## src/igt_pkg.sv

```systemverilog
// Package: offsets, fields, encodings and timing of the interval guard
package igt_pkg;

    // Register byte offsets on the AHB-Lite slave
    localparam logic [7:0] IGT_CTRL_OFS = 8'h00;
    localparam logic [7:0] IGT_STAT_OFS = 8'h04;

    // Field positions in guard_control_reg
    localparam int IGT_CLR_LSB = 4;
    localparam int IGT_EN_BIT = 3;
    localparam int IGT_MODE_BIT = 2;
    localparam int IGT_INT_LSB = 0;

    // Field positions in the status register
    localparam int IGT_ST_RUN_BIT = 0;
    localparam int IGT_ST_LOCK_BIT = 1;
    localparam int IGT_ST_ARM_BIT = 2;
    localparam int IGT_ST_DEEP_BIT = 3;

    // Values after reset
    localparam logic [3:0] IGT_CLR_RST = 4'h0;
    localparam logic IGT_EN_RST = 1'b0;
    localparam logic [31:0] IGT_RDATA_RST = 32'h0000_0000;

    // Two-step clear keys
    localparam logic [3:0] IGT_KEY_ARM = 4'ha;
    localparam logic [3:0] IGT_KEY_FIRE = 4'h5;

    // Operating mode
    typedef enum logic
    {
        IGT_MODE_WATCHDOG = 1'b0,
        IGT_MODE_TIMER = 1'b1
    } igt_mode_t;

    // Interval select encoding
    typedef enum logic [1:0]
    {
        IGT_INT_32768 = 2'b00,
        IGT_INT_8192 = 2'b01,
        IGT_INT_512 = 2'b10,
        IGT_INT_64 = 2'b11
    } igt_int_t;

    // Terminal counts in low-frequency periods
    localparam int IGT_CNT_W = 15;
    localparam logic [IGT_CNT_W-1:0] IGT_LAST_32768 = 15'h7fff;
    localparam logic [IGT_CNT_W-1:0] IGT_LAST_8192 = 15'h1fff;
    localparam logic [IGT_CNT_W-1:0] IGT_LAST_512 = 15'h01ff;
    localparam logic [IGT_CNT_W-1:0] IGT_LAST_64 = 15'h003f;
    localparam logic [IGT_CNT_W-1:0] IGT_CNT_ZERO = 15'h0000;

    // Clock rates and the half-period clear window, rounded down
    localparam int IGT_SYS_CLK_HZ = 20_000_000;
    localparam int IGT_LF_CLK_HZ = 32_768;
    localparam int IGT_WIN_W = 9;
    localparam int IGT_CLEAR_WIN_CYC_I = IGT_SYS_CLK_HZ / (2 * IGT_LF_CLK_HZ);
    localparam logic [IGT_WIN_W-1:0] IGT_CLEAR_WIN_CYC =
        IGT_WIN_W'(IGT_CLEAR_WIN_CYC_I);
    localparam logic [IGT_WIN_W-1:0] IGT_WIN_ZERO = 9'h000;

endpackage

```

## src/igt_sync2.sv

```systemverilog
// Two-stage synchroniser for slow level inputs
`timescale 1ns/100ps
module igt_sync2 import igt_pkg::*;
#(
    parameter int WIDTH = 1
)
(
    input wire logic hclk, // System clock
    input wire logic hresetn, // Asynchronous reset, active low
    input wire logic ce, // Clock enable
    input wire logic [WIDTH-1:0] d_in, // Level to synchronise
    output logic [WIDTH-1:0] q_out // Synchronised level
);

    logic [WIDTH-1:0] meta_r;
    logic [WIDTH-1:0] sync_r;

    // First stage is read only by the second
    always_ff @(posedge hclk or negedge hresetn)
    begin
        if (!hresetn)
        begin
            meta_r <= '0;
            sync_r <= '0;
        end
        else if (ce)
        begin
            meta_r <= d_in;
            sync_r <= meta_r;
        end
    end

    assign q_out = sync_r;

endmodule // igt_sync2

```

## src/igt_interval_guard.sv

```systemverilog
// Watchdog / interval timer with an AHB-Lite control slave
`timescale 1ns/100ps
module igt_interval_guard import igt_pkg::*;
(
    input wire logic hclk, // System clock, 20 MHz
    input wire logic hresetn, // Asynchronous reset, active low
    input wire logic ce, // Clock enable, freezes all state when low
    input wire logic hsel, // AHB slave select
    input wire logic [31:0] haddr, // AHB address
    input wire logic [1:0] htrans, // AHB transfer type
    input wire logic hwrite, // AHB write strobe
    input wire logic [2:0] hsize, // AHB size, word only
    input wire logic [31:0] hwdata, // AHB write data
    input wire logic hready, // AHB bus ready
    output logic hreadyout, // AHB slave ready
    output logic [31:0] hrdata, // AHB read data
    output logic hresp, // AHB response, always OKAY
    input wire logic lf_clk_in, // 32.768 kHz counting clock
    input wire logic light_sleep_mode, // Light sleep active
    input wire logic deep_sleep_mode_a, // Deepest sleep mode A
    input wire logic deep_sleep_mode_b, // Deepest sleep mode B
    output logic sys_reset_req, // Watchdog reset request pulse
    output logic timer_irq_req // Interval timer interrupt pulse
);

    // Bus data phase state
    logic dp_valid_r;
    logic dp_write_r;
    logic [7:0] dp_addr_r;
    logic [31:0] hrdata_r;

    // Control state
    igt_mode_t mode_r;
    igt_mode_t mode_nxt;
    logic en_r;
    logic en_nxt;
    igt_int_t int_r;
    igt_int_t int_nxt;
    logic lock_r;
    logic lock_nxt;

    // Clear sequencing
    logic arm_r;
    logic arm_nxt;
    logic [IGT_WIN_W-1:0] win_r;
    logic [IGT_WIN_W-1:0] win_nxt;
    logic pend_r;
    logic pend_nxt;
    logic owe_r;
    logic owe_nxt;

    // Counter and outputs
    logic [IGT_CNT_W-1:0] cnt_r;
    logic [IGT_CNT_W-1:0] cnt_nxt;
    logic lf_prev_r;
    logic sys_reset_r;
    logic timer_irq_r;

    // Slow clock, synchronised then edge detected. It is sampled as data
    // so the whole block stays in one clock domain; the price is a tick
    // that lands about three system cycles after the slow edge
    wire lf_sync;

    igt_sync2 #(
        .WIDTH(1)
    ) u_lf_sync (
        .hclk(hclk),
        .hresetn(hresetn),
        .ce(ce),
        .d_in(lf_clk_in),
        .q_out(lf_sync)
    );

    wire lf_tick = lf_sync & ~lf_prev_r;

    // Address phase capture; zero wait states so hready is our own
    wire addr_take = hsel & hready & htrans[1];
    wire hit_ctrl = dp_addr_r == IGT_CTRL_OFS;
    wire wr_ctrl = dp_valid_r & dp_write_r & hit_ctrl;

    // Write data fields
    wire [3:0] w_clr = hwdata[IGT_CLR_LSB +: 4];
    wire w_en = hwdata[IGT_EN_BIT];
    wire w_mode_bit = hwdata[IGT_MODE_BIT];
    wire [1:0] w_int = hwdata[IGT_INT_LSB +: 2];

    // Power state
    wire deep_sleep = deep_sleep_mode_a | deep_sleep_mode_b;
    wire is_wd = mode_r == IGT_MODE_WATCHDOG;
    wire is_tm = mode_r == IGT_MODE_TIMER;

    // Counter runs only when enabled and not in deep sleep
    wire running = en_r & ~deep_sleep;

    // Mode: frozen once the watchdog has been enabled
    always_comb
    begin
        mode_nxt = mode_r;
        if (wr_ctrl && !lock_r)
            mode_nxt = igt_mode_t'(w_mode_bit);
    end

    // Lock latches on enable write in watchdog mode; only reset undoes it
    // Sleep modes leave it set, so a woken watchdog cannot be turned off
    assign lock_nxt = lock_r |
        (wr_ctrl & w_en & (mode_nxt == IGT_MODE_WATCHDOG));

    // Enable: a 0 is ignored while locked; settings survive deep sleep
    always_comb
    begin
        en_nxt = en_r;
        if (wr_ctrl)
        begin
            if (w_en)
                en_nxt = 1'b1;
            else if (!lock_r)
                en_nxt = 1'b0;
        end
    end

    // Interval select is writable in every mode
    assign int_nxt = wr_ctrl ? igt_int_t'(w_int) : int_r;

    // Key decode; keys written while disabled have no effect
    wire key_ok = wr_ctrl & en_r & ~deep_sleep;
    wire key_arm = key_ok & is_wd & (w_clr == IGT_KEY_ARM);
    wire key_fire = key_ok & is_wd & (w_clr == IGT_KEY_FIRE) & arm_r;
    wire tm_clear = key_ok & is_tm & w_clr[0];

    // Restart from zero when enable goes from 0 to 1
    wire restart = wr_ctrl & w_en & ~en_r;

    // Arm window: the second key must land within half a slow period
    // The cycle count is rounded down, but arm stays set one cycle past it, 306 cycles in all
    always_comb
    begin
        arm_nxt = arm_r;
        win_nxt = win_r;
        if (deep_sleep)
        begin
            arm_nxt = 1'b0;
            win_nxt = IGT_WIN_ZERO;
        end
        else if (key_arm)
        begin
            arm_nxt = 1'b1;
            win_nxt = IGT_CLEAR_WIN_CYC;
        end
        else if (wr_ctrl)
        begin
            // Any other key write breaks the sequence
            arm_nxt = 1'b0;
            win_nxt = IGT_WIN_ZERO;
        end
        else if (arm_r)
        begin
            if (win_r == IGT_WIN_ZERO)
                arm_nxt = 1'b0;
            else
                win_nxt = win_r - 9'h001;
        end
    end

    // A new clear request; a completed sequence is honoured whenever begun
    wire clear_req = key_fire | tm_clear | restart;

    // Pending clear is applied at the next slow tick; set beats consume
    // A clear never moves the counter between ticks, which keeps the
    // tick-to-tick spacing exact for whoever is timing the interval
    assign pend_nxt = deep_sleep ? 1'b0 :
        (clear_req | (pend_r & ~(lf_tick & running)));
    wire do_clear = pend_r | clear_req;

    // Selected last count before wrap
    logic [IGT_CNT_W-1:0] last_cnt;

    always_comb
    begin
        unique case (int_r)
            IGT_INT_32768: last_cnt = IGT_LAST_32768;
            IGT_INT_8192: last_cnt = IGT_LAST_8192;
            IGT_INT_512: last_cnt = IGT_LAST_512;
            IGT_INT_64: last_cnt = IGT_LAST_64;
        endcase
    end

    // Terminal reached on this tick, unless a clear is due
    wire at_last = cnt_r >= last_cnt;
    wire expire = lf_tick & running & ~do_clear & at_last;
    wire wd_expire = expire & is_wd & ~arm_r &
        ~light_sleep_mode;
    wire tm_expire = expire & is_tm;

    // A terminal tick that falls inside an open clear sequence is owed,
    // not fired: the reset waits to see whether the second key arrives,
    // so a sequence begun in time still saves the system
    wire owe_set = expire & is_wd & arm_r;
    assign owe_nxt = deep_sleep ? 1'b0 : (owe_set | (owe_r & arm_r));
    // Sequence closed with no clear queued: the owed reset goes out now
    wire owe_fire = owe_r & ~arm_r & ~pend_r & ~deep_sleep &
        ~light_sleep_mode;
    wire rst_fire = wd_expire | owe_fire;

    // Counter next value, changed only on slow ticks
    // Deep sleep pins the count at zero, so wake-up counts from zero
    always_comb
    begin
        cnt_nxt = cnt_r;
        if (deep_sleep)
            cnt_nxt = IGT_CNT_ZERO;
        else if (lf_tick && running)
        begin
            if (do_clear)
                cnt_nxt = IGT_CNT_ZERO;
            else if (at_last)
                cnt_nxt = IGT_CNT_ZERO;
            else
                cnt_nxt = cnt_r + 15'h0001;
        end
    end

    // Read data; the counter has no read path
    // Data is captured in the address phase, so a read straight after a
    // control write still returns the value from before that write
    wire [31:0] ctrl_rd = {24'h000000, IGT_CLR_RST, en_r, mode_r, int_r};
    wire [31:0] stat_rd = {28'h0000000, deep_sleep, arm_r, lock_r,
        running};
    wire rd_ctrl = haddr[7:0] == IGT_CTRL_OFS;
    wire rd_stat = haddr[7:0] == IGT_STAT_OFS;
    wire [31:0] rd_mux = rd_ctrl ? ctrl_rd :
        (rd_stat ? stat_rd : IGT_RDATA_RST);
    wire [31:0] hrdata_nxt = (addr_take & ~hwrite) ? rd_mux : IGT_RDATA_RST;

    // Bus phase registers
    always_ff @(posedge hclk or negedge hresetn)
    begin
        if (!hresetn)
        begin
            dp_valid_r <= 1'b0;
            dp_write_r <= 1'b0;
            dp_addr_r <= IGT_CTRL_OFS;
            hrdata_r <= IGT_RDATA_RST;
        end
        else if (ce)
        begin
            dp_valid_r <= addr_take;
            dp_write_r <= hwrite;
            dp_addr_r <= haddr[7:0];
            hrdata_r <= hrdata_nxt;
        end
    end

    // Control registers
    always_ff @(posedge hclk or negedge hresetn)
    begin
        if (!hresetn)
        begin
            mode_r <= IGT_MODE_WATCHDOG;
            en_r <= IGT_EN_RST;
            int_r <= IGT_INT_32768;
            lock_r <= 1'b0;
        end
        else if (ce)
        begin
            mode_r <= mode_nxt;
            en_r <= en_nxt;
            int_r <= int_nxt;
            lock_r <= lock_nxt;
        end
    end

    // Clear sequencing registers
    always_ff @(posedge hclk or negedge hresetn)
    begin
        if (!hresetn)
        begin
            arm_r <= 1'b0;
            win_r <= IGT_WIN_ZERO;
            pend_r <= 1'b0;
            owe_r <= 1'b0;
        end
        else if (ce)
        begin
            arm_r <= arm_nxt;
            win_r <= win_nxt;
            pend_r <= pend_nxt;
            owe_r <= owe_nxt;
        end
    end

    // Counter and timeout outputs
    always_ff @(posedge hclk or negedge hresetn)
    begin
        if (!hresetn)
        begin
            cnt_r <= IGT_CNT_ZERO;
            lf_prev_r <= 1'b0;
            sys_reset_r <= 1'b0;
            timer_irq_r <= 1'b0;
        end
        else if (ce)
        begin
            cnt_r <= cnt_nxt;
            lf_prev_r <= lf_sync;
            sys_reset_r <= rst_fire;
            timer_irq_r <= tm_expire;
        end
    end

    // Outputs straight from flops or tied off; zero wait, always OKAY
    assign hreadyout = 1'b1;
    assign hresp = 1'b0;
    assign hrdata = hrdata_r;
    assign sys_reset_req = sys_reset_r;
    assign timer_irq_req = timer_irq_r;

endmodule // igt_interval_guard

```

## config.mk

```make
export PLATFORM = sky130hd
export DESIGN_NAME = igt_interval_guard
export DESIGN_NICKNAME = d
export VERILOG_FILES = /design/src/igt_pkg.sv /design/src/igt_sync2.sv /design/src/igt_interval_guard.sv
export SDC_FILE = /design/constraint.sdc
export NUM_CORES = 1
export LEC_CHECK = 0
export ABC_CLOCK_PERIOD_IN_PS = 5350
export BUFFER_PORTS_ARGS = -buffer_cell sky130_fd_sc_hd__buf_4
export CORE_UTILIZATION = 53
export DETAILED_ROUTE_END_ITERATION = 6
export GPL_TIMING_DRIVEN = 0
export PLACE_DENSITY_LB_ADDON = 0.3
export SLEW_MARGIN = 20
export SYNTH_ARGS = -nofsm -noshare
export SYNTH_HDL_FRONTEND = slang
export SYNTH_SLANG_ARGS = --single-unit
```

## constraint.sdc

```tcl
create_clock -name hclk -period 5.35 [get_ports hclk]
set_input_delay 0.535 -clock hclk [delete_from_list [all_inputs] [get_ports hclk]]
set_output_delay 0.535 -clock hclk [all_outputs]
set_load 0.02 [all_outputs]
```

==> results of run 1 <==
Yosys cell counts, drive strengths merged, types with 3 or more instances:
cell | instances | area share [%]
a21oi | 6 | 0.98
a22o | 3 | 0.90
a31oi | 11 | 2.2
and2 | 5 | 1.1
and3 | 4 | 0.85
buf | 39 | 9.6
dfrtp | 51 | 41
ha | 11 | 4.5
inv | 4 | 0.49
mux2 | 14 | 5.1
mux2i | 7 | 2.3
nand2 | 29 | 3.5
nand3 | 16 | 2.6
nand3b | 4 | 0.98
nand4 | 8 | 1.6
nand4b | 3 | 0.85
nor2 | 19 | 2.5
nor2b | 3 | 0.61
nor3 | 8 | 1.3
nor4 | 3 | 1.1
o21ai | 15 | 2.4
o2bb2ai | 4 | 1.1
or2 | 6 | 1.3
xor2 | 4 | 1.1
area by class of cell:
cell class,count,area (um^2)
Inverter,5,18.8
Sequential cell,51,1280
Fill cell,483,1940
Tap cell,72,90.1
Multi-Input combinational cell,244,1580
Clock buffer,6,82.6
Buffer,41,303
Timing Repair Buffer,31,233
Clock inverter,2,16.3
metal layers:
metal	wire (um)	vias to the layer above	share of wire (%)	GRT usage, %
met3	228	7	3.6	3.72
met1	2830	1198	44	28.6
met5	0	-	0	0
met2	3260	57	51	39.1
li1	-	1209	-	-
met4	54	0	0.85	5.56
state kept, by name, summed over array words and instances (netlist names):
register	cells
timer_irq_req	1
pend_r	1
int_r	2
dp_write_r	1
owe_r	1
dp_addr_r	8
hrdata	4
u_lf_sync.q_out	1
lock_r	1
lf_prev_r	1
cnt_r	15
arm_r	1
en_r	1
sys_reset_req	1
is_tm	1
dp_valid_r	1
win_r	9
u_lf_sync.meta_r	1
kinds of logic after synthesis:
logic type	count (synthesis)	synth area share, %
buffers and inverters	46	10.5
multiplexers	21	7.40
XOR/XNOR	6	1.71
AO/OA/AOI/OAI	56	12.4
AND/OR/NAND/NOR	120	21.8
other	2	0.244
adder cells (fa/ha/maj)	11	4.48
flip-flops	51	41.5
critical path, stage by stage, from the launching register on:
cell      delay, ns
dfrtp_1        0.49
or2_2          0.34
ha_1           0.31
a221o_1        0.32
a31oi_1        0.14
a31o_2         0.28
buf_1          0.41
nand3b_1       0.14
mux2i_1        0.14
layout by cell type (no fill, tap or decap), types with 5 or more instances in the layout:
cell type  synthesis  routed
a21oi_1            6       6
a31oi_1           11      11
buf_4             30      61
clkbuf_8           0       6
conb_1             2      30
dfrtp_1           51      51
ha_1              11      11
mux2_2            14      14
mux2i_1            7       7
nand2_1           29      29
nand3_1           16      16
nand4_1            8       8
nor2_1            17      17
nor3_1             8       8
o21ai_0           14      14
or2_2              5       5
through the flow:
step,cell area (um^2),hold slack [ns],utilization [%],worst slack (ns)
2_1_floorplan,3180,0.239,-,3.10
3_3_place_gp,3500,0.462,63.2,2.84
3_5_place_dp,3500,0.475,63.2,2.78
4_1_cts,3600,0.278,65.0,2.76
5_1_grt,3600,0.286,65.0,2.54
6_report,3600,0.242,65.0,2.72
where the power goes:
part / total (uW) / leakage [uW] / internal (uW) / switching, uW
registers: 410 / 0.000682 / 399 / 10.3
clock network: 238 / 0.0000474 / 106 / 132
logic: 118 / 0.00103 / 51.6 / 66.5
worst max path at each step:
| stage | end | startpoint | cells past startpoint |
|---|---|---|---|
| CTS | cnt_r[12] | int_r[1] | 8 |
| finish | cnt_r[12] | int_r[1] | 8 |
| floorplan | cnt_r[11] | int_r[1] | 8 |
| detailed placement | cnt_r[12] | int_r[1] | 8 |
| global placement | cnt_r[11] | int_r[1] | 8 |
| global route | cnt_r[3] | int_r[1] | 8 |
==> flow_metrics.env, run 1 <==
export IMPL_run_status="completed"
export IMPL_finalHoldViolations=0
export IMPL_core_area_um2=5540
export IMPL_areaGrowthSynthToFinish_pct=17.1
export IMPL_initial_core_util_pct=55.5
export IMPL_die_w_um=78.2
export IMPL_htreeDepth=2
export IMPL_postCtsHoldBufs=0
export IMPL_async_flop_share_pct=100
export IMPL_critical_path_peak_fanout=10
export IMPL_layout_min_cycle_time_ns=2.63
export IMPL_clk_insertion_delay_late_ns=0.30
export IMPL_slew_headroom_pct=57.9
export IMPL_drv_slew=0
export IMPL_p_leak_uw=0.00176
export IMPL_wl_per_cell_um=14.1
export IMPL_timing_rr_end="cnt_r[12]"
export IMPL_synth_edf_count=0
export IMPL_synth_seq_cells=51
export IMPL_tightest_slew_ns=0.631
export IMPL_worst_endpoint_required_ns=5.59
export IMPL_grt_pass1_vias=2365
export IMPL_skew_ns=0.0139
export IMPL_grt_pass1_wl_mm=10.9
export IMPL_reg2reg_depth=8
export IMPL_dp_hpwl_mm=4.80
export IMPL_fin_cells=452
export IMPL_avgSynthCellArea_um2=9.83
export IMPL_io_pin_count=115
export IMPL_reg2reg_from="int_r[1]"
export IMPL_grt_use_total_pct=22.3
export IMPL_startpoint_type="register"
export IMPL_num_antenna_cells=0
export IMPL_numCtsBuffers=5
export IMPL_crit_path_end_kind="register"
export IMPL_p_total_uw=765
export IMPL_cts_tree="built"
export IMPL_rsz0062_at_grt="no"
export IMPL_ff2ff_setup_slack_ns=2.72
export IMPL_cts_root_buf="clkbuf_8"
export IMPL_fmax_mhz=381
export IMPL_critPathArrivalTime_ns=2.86
export IMPL_drc_errors=0
export IMPL_grt_max_degree=52
export IMPL_critical_path_class="register to register"
export IMPL_viasPerCell=5.47
export IMPL_globalplace_congestion=0.858
export IMPL_tns_ns=0
export IMPL_final_antenna_net_count=0
export IMPL_power_density_nw_per_um2=212
export IMPL_vias=2471
export IMPL_clk_pin_slew_ns=0.10
export IMPL_yosys_cell_types_count=60
export IMPL_synth_area_um2=3080
export IMPL_fin_crit_sh_pct=49.1
export IMPL_numClockSinks=51
export IMPL_antenna_found_initial=0
export IMPL_synth_warnings=0
export IMPL_seq_area_frac_synth_pct=41.5
export IMPL_place_inst=444
export IMPL_drtIter0Drc=179
export IMPL_die_area_um2=6110
export IMPL_vdd_ir_drop_max_mv=0.221
export IMPL_grt_overflow=0
export IMPL_io_buffers=31
export IMPL_die_y_um=78.2
export IMPL_post_cts_setup_buffer_count=0
export IMPL_drt_wl_total_mm=6.37
export IMPL_hp_class="input pin to async pin"
export IMPL_cts_resized=0
export IMPL_nets=469
export IMPL_ys_flop_type="dfrtp_1"
export IMPL_rows=27
export IMPL_setup_viol=0
export IMPL_maxCapViolations=0
export IMPL_drive_above_1_share_pct=27.6
export IMPL_syn_inst=313
export IMPL_cts_buffer_depth=2
export IMPL_first_pass_iters=4
No activity file was read; power rests on OpenSTA's default activity.
==> run 2: changes to the inputs <==
Settings changed: ABC_CLOCK_PERIOD_IN_PS 5350 to 2600, CORE_UTILIZATION 53 to 50.
Clock period 5.35 ns to 2.6 ns, I/O delays scaled along.
==> flow_metrics.env, run 2 (same netlist as run 1, synthesis figures left out) <==
export IMPL_run_status="finished, violations left"
export IMPL_violations="negative hold slack"
export IMPL_reg_largest_list="cnt_r x15, win_r x9, dp_addr_r x8"
export IMPL_setup_viol=0
export IMPL_regArea_um2=1280
export IMPL_grt_pass1_wl_mm=10.4
export IMPL_fillers=519
export IMPL_critPathArrivalTime_ns=2.64
export IMPL_viasPerCell=5.36
export IMPL_tns_ns=0
export IMPL_tightest_slew_ns=0.646
export IMPL_vias=2430
export IMPL_layout_common_cells="buf_4 (61), dfrtp_1 (51), conb_1 (30)"
export IMPL_place_ws_ns=0.0212
export IMPL_drt_wl_total_mm=6.29
export IMPL_dp_hpwl_mm=4.65
export IMPL_io_pin_count=115
export IMPL_p_leak_uw=0.00177
export IMPL_startpoint_type="register"
export IMPL_critical_path_peak_fanout=16
export IMPL_clk_insertion_delay_late_ns=0.30
export IMPL_core_area_um2=5920
export IMPL_drv_slew=0
export IMPL_clockPowerShare_pct=33.0
export IMPL_htreeDepth=2
export IMPL_slew_headroom_pct=56.9
export IMPL_maxCapViolations=0
export IMPL_layout_min_cycle_time_ns=2.42
export IMPL_die_area_um2=6470
export IMPL_p_switching_uw=406
export IMPL_layout_commonest_cell="buf_4"
export IMPL_hold_slack_ns=-0.0320
export IMPL_io_buffers=31
export IMPL_die_y_um=80.4
export IMPL_skew_ns=0.00697
export IMPL_p_int_uw=1210
export IMPL_multi_input_area_um2=1590
export IMPL_finalHoldViolations=29
export IMPL_clk_pin_slew_ns=0.09
export IMPL_fmax_mhz=413
export IMPL_drive_above_1_share_pct=27.2
export IMPL_grt_pass1_vias=2281
export IMPL_numClockSinks=51
export IMPL_switching_share_pct=25.1
export IMPL_power_density_nw_per_um2=447
export IMPL_grt_use_total_pct=20.9
export IMPL_pwr_share_seq_pct=52.0
export IMPL_crit_path_end_kind="register"
export IMPL_cts_tree="built"
export IMPL_largest_reg_flops=15
export IMPL_antenna_found_initial=0
export IMPL_post_route_worst_setup_slack_ns=0.179
export IMPL_top_register="cnt_r"
export IMPL_wl_per_cell_um=13.9
export IMPL_post_cts_setup_buffer_count=0
export IMPL_p_total_uw=1620
export IMPL_first_pass_iters=4
export IMPL_p_comb_share_pct=15.0
export IMPL_hp_class="input pin to async pin"
export IMPL_vdd_ir_drop_max_mv=0.368
export IMPL_drtIter0Drc=119
export IMPL_fin_crit_sh_pct=93.1
export IMPL_drc_errors=0
export IMPL_nets=468
export IMPL_die_w_um=80.4
export IMPL_critical_path_class="register to register"
export IMPL_initial_core_util_pct=51.9
export IMPL_grt_overflow=0
export IMPL_rows=28
export IMPL_numCtsBuffers=5
export IMPL_rsz0062_at_grt="no"
export IMPL_final_antenna_net_count=0
export IMPL_reg2reg_depth=8
export IMPL_globalplace_congestion=0.813
export IMPL_worst_endpoint_required_ns=2.82
export IMPL_cts_buffer_depth=2
export IMPL_cts_root_buf="clkbuf_8"
export IMPL_areaGrowthSynthToFinish_pct=17.5
export IMPL_grt_max_degree=52
export IMPL_num_antenna_cells=0
## run 2: cell count changes in the layout (fill, tap and decap cells not counted), sizes merged
cell / delta
buf: -1
bufinv: +1
clkinv: -1
clkinvlp: -1
## run 2: metrics by stage
stage	cell area (um^2)	hold slack, ns	std cells	utilization (%)
2_1_floorplan	3180	-0.0356	341	-
3_3_place_gp	3510	0.335	447	59.2
3_5_place_dp	3510	0.332	447	59.2
4_1_cts	3610	0.00601	453	60.9
5_1_grt	3610	0.0364	453	61.1
6_report	3610	-0.0320	453	61.1
## run 2: worst max-delay path, cell delays in order, from the launching register on
cell	delay, ns
dfrtp_1	0.48
or2_2	0.32
ha_1	0.31
a221o_1	0.32
a31oi_1	0.18
a31o_4	0.30
buf_6	0.17
a31oi_1	0.08
mux2i_1	0.17
## run 2: layout make-up
| class | count | area share, % |
|---|---|---|
| multi-input cells | 244 | 44.0 |
| flip-flops and latches | 51 | 35.3 |
| well taps | 75 | 2.60 |
| clock buffers | 6 | 2.01 |
| inverters | 5 | 0.519 |
| clock inverters | 1 | 0.831 |
| plain buffers | 40 | 8.27 |
| repair buffers | 31 | 6.44 |
## run 2: worst paths after layout
check | to | slack (ns) | start
max | cnt_r[7] | 0.18 | int_r[1]
min | win_r[5] | -0.03 | hresetn
max reg2reg | cnt_r[7] | 0.18 | int_r[1]
min reg2reg | hrdata[2] | 0.50 | hrdata[2]
max in group asynchronous | dp_addr_r[0] | 2.19 | hresetn
min in group hclk | lock_r | 0.14 | hwdata[2]
## run 2: power groups by stage
stage               logic (uW)  clock network (uW)  registers, uW
global placement           237                   0            855
finish                     242                 533            841
detailed placement         242                   0            856
floorplan                  170                   0            852
global route               271                 578            844
CTS                        242                 540            841
## run 2: routing by layer
| layer | track usage (%) | share of wire, % |
|---|---|---|
| met2 | 35.6 | 50 |
| met4 | 5.54 | 0.67 |
| met3 | 3.52 | 4.5 |
| met5 | 0 | 0 |
| met1 | 27.3 | 45 |
## run 2: timing repair
action                     CTS  global route
hold buffers                 0             0
resized for setup            0             1
setup endpoints to repair    1             2
pin swaps                    0             0
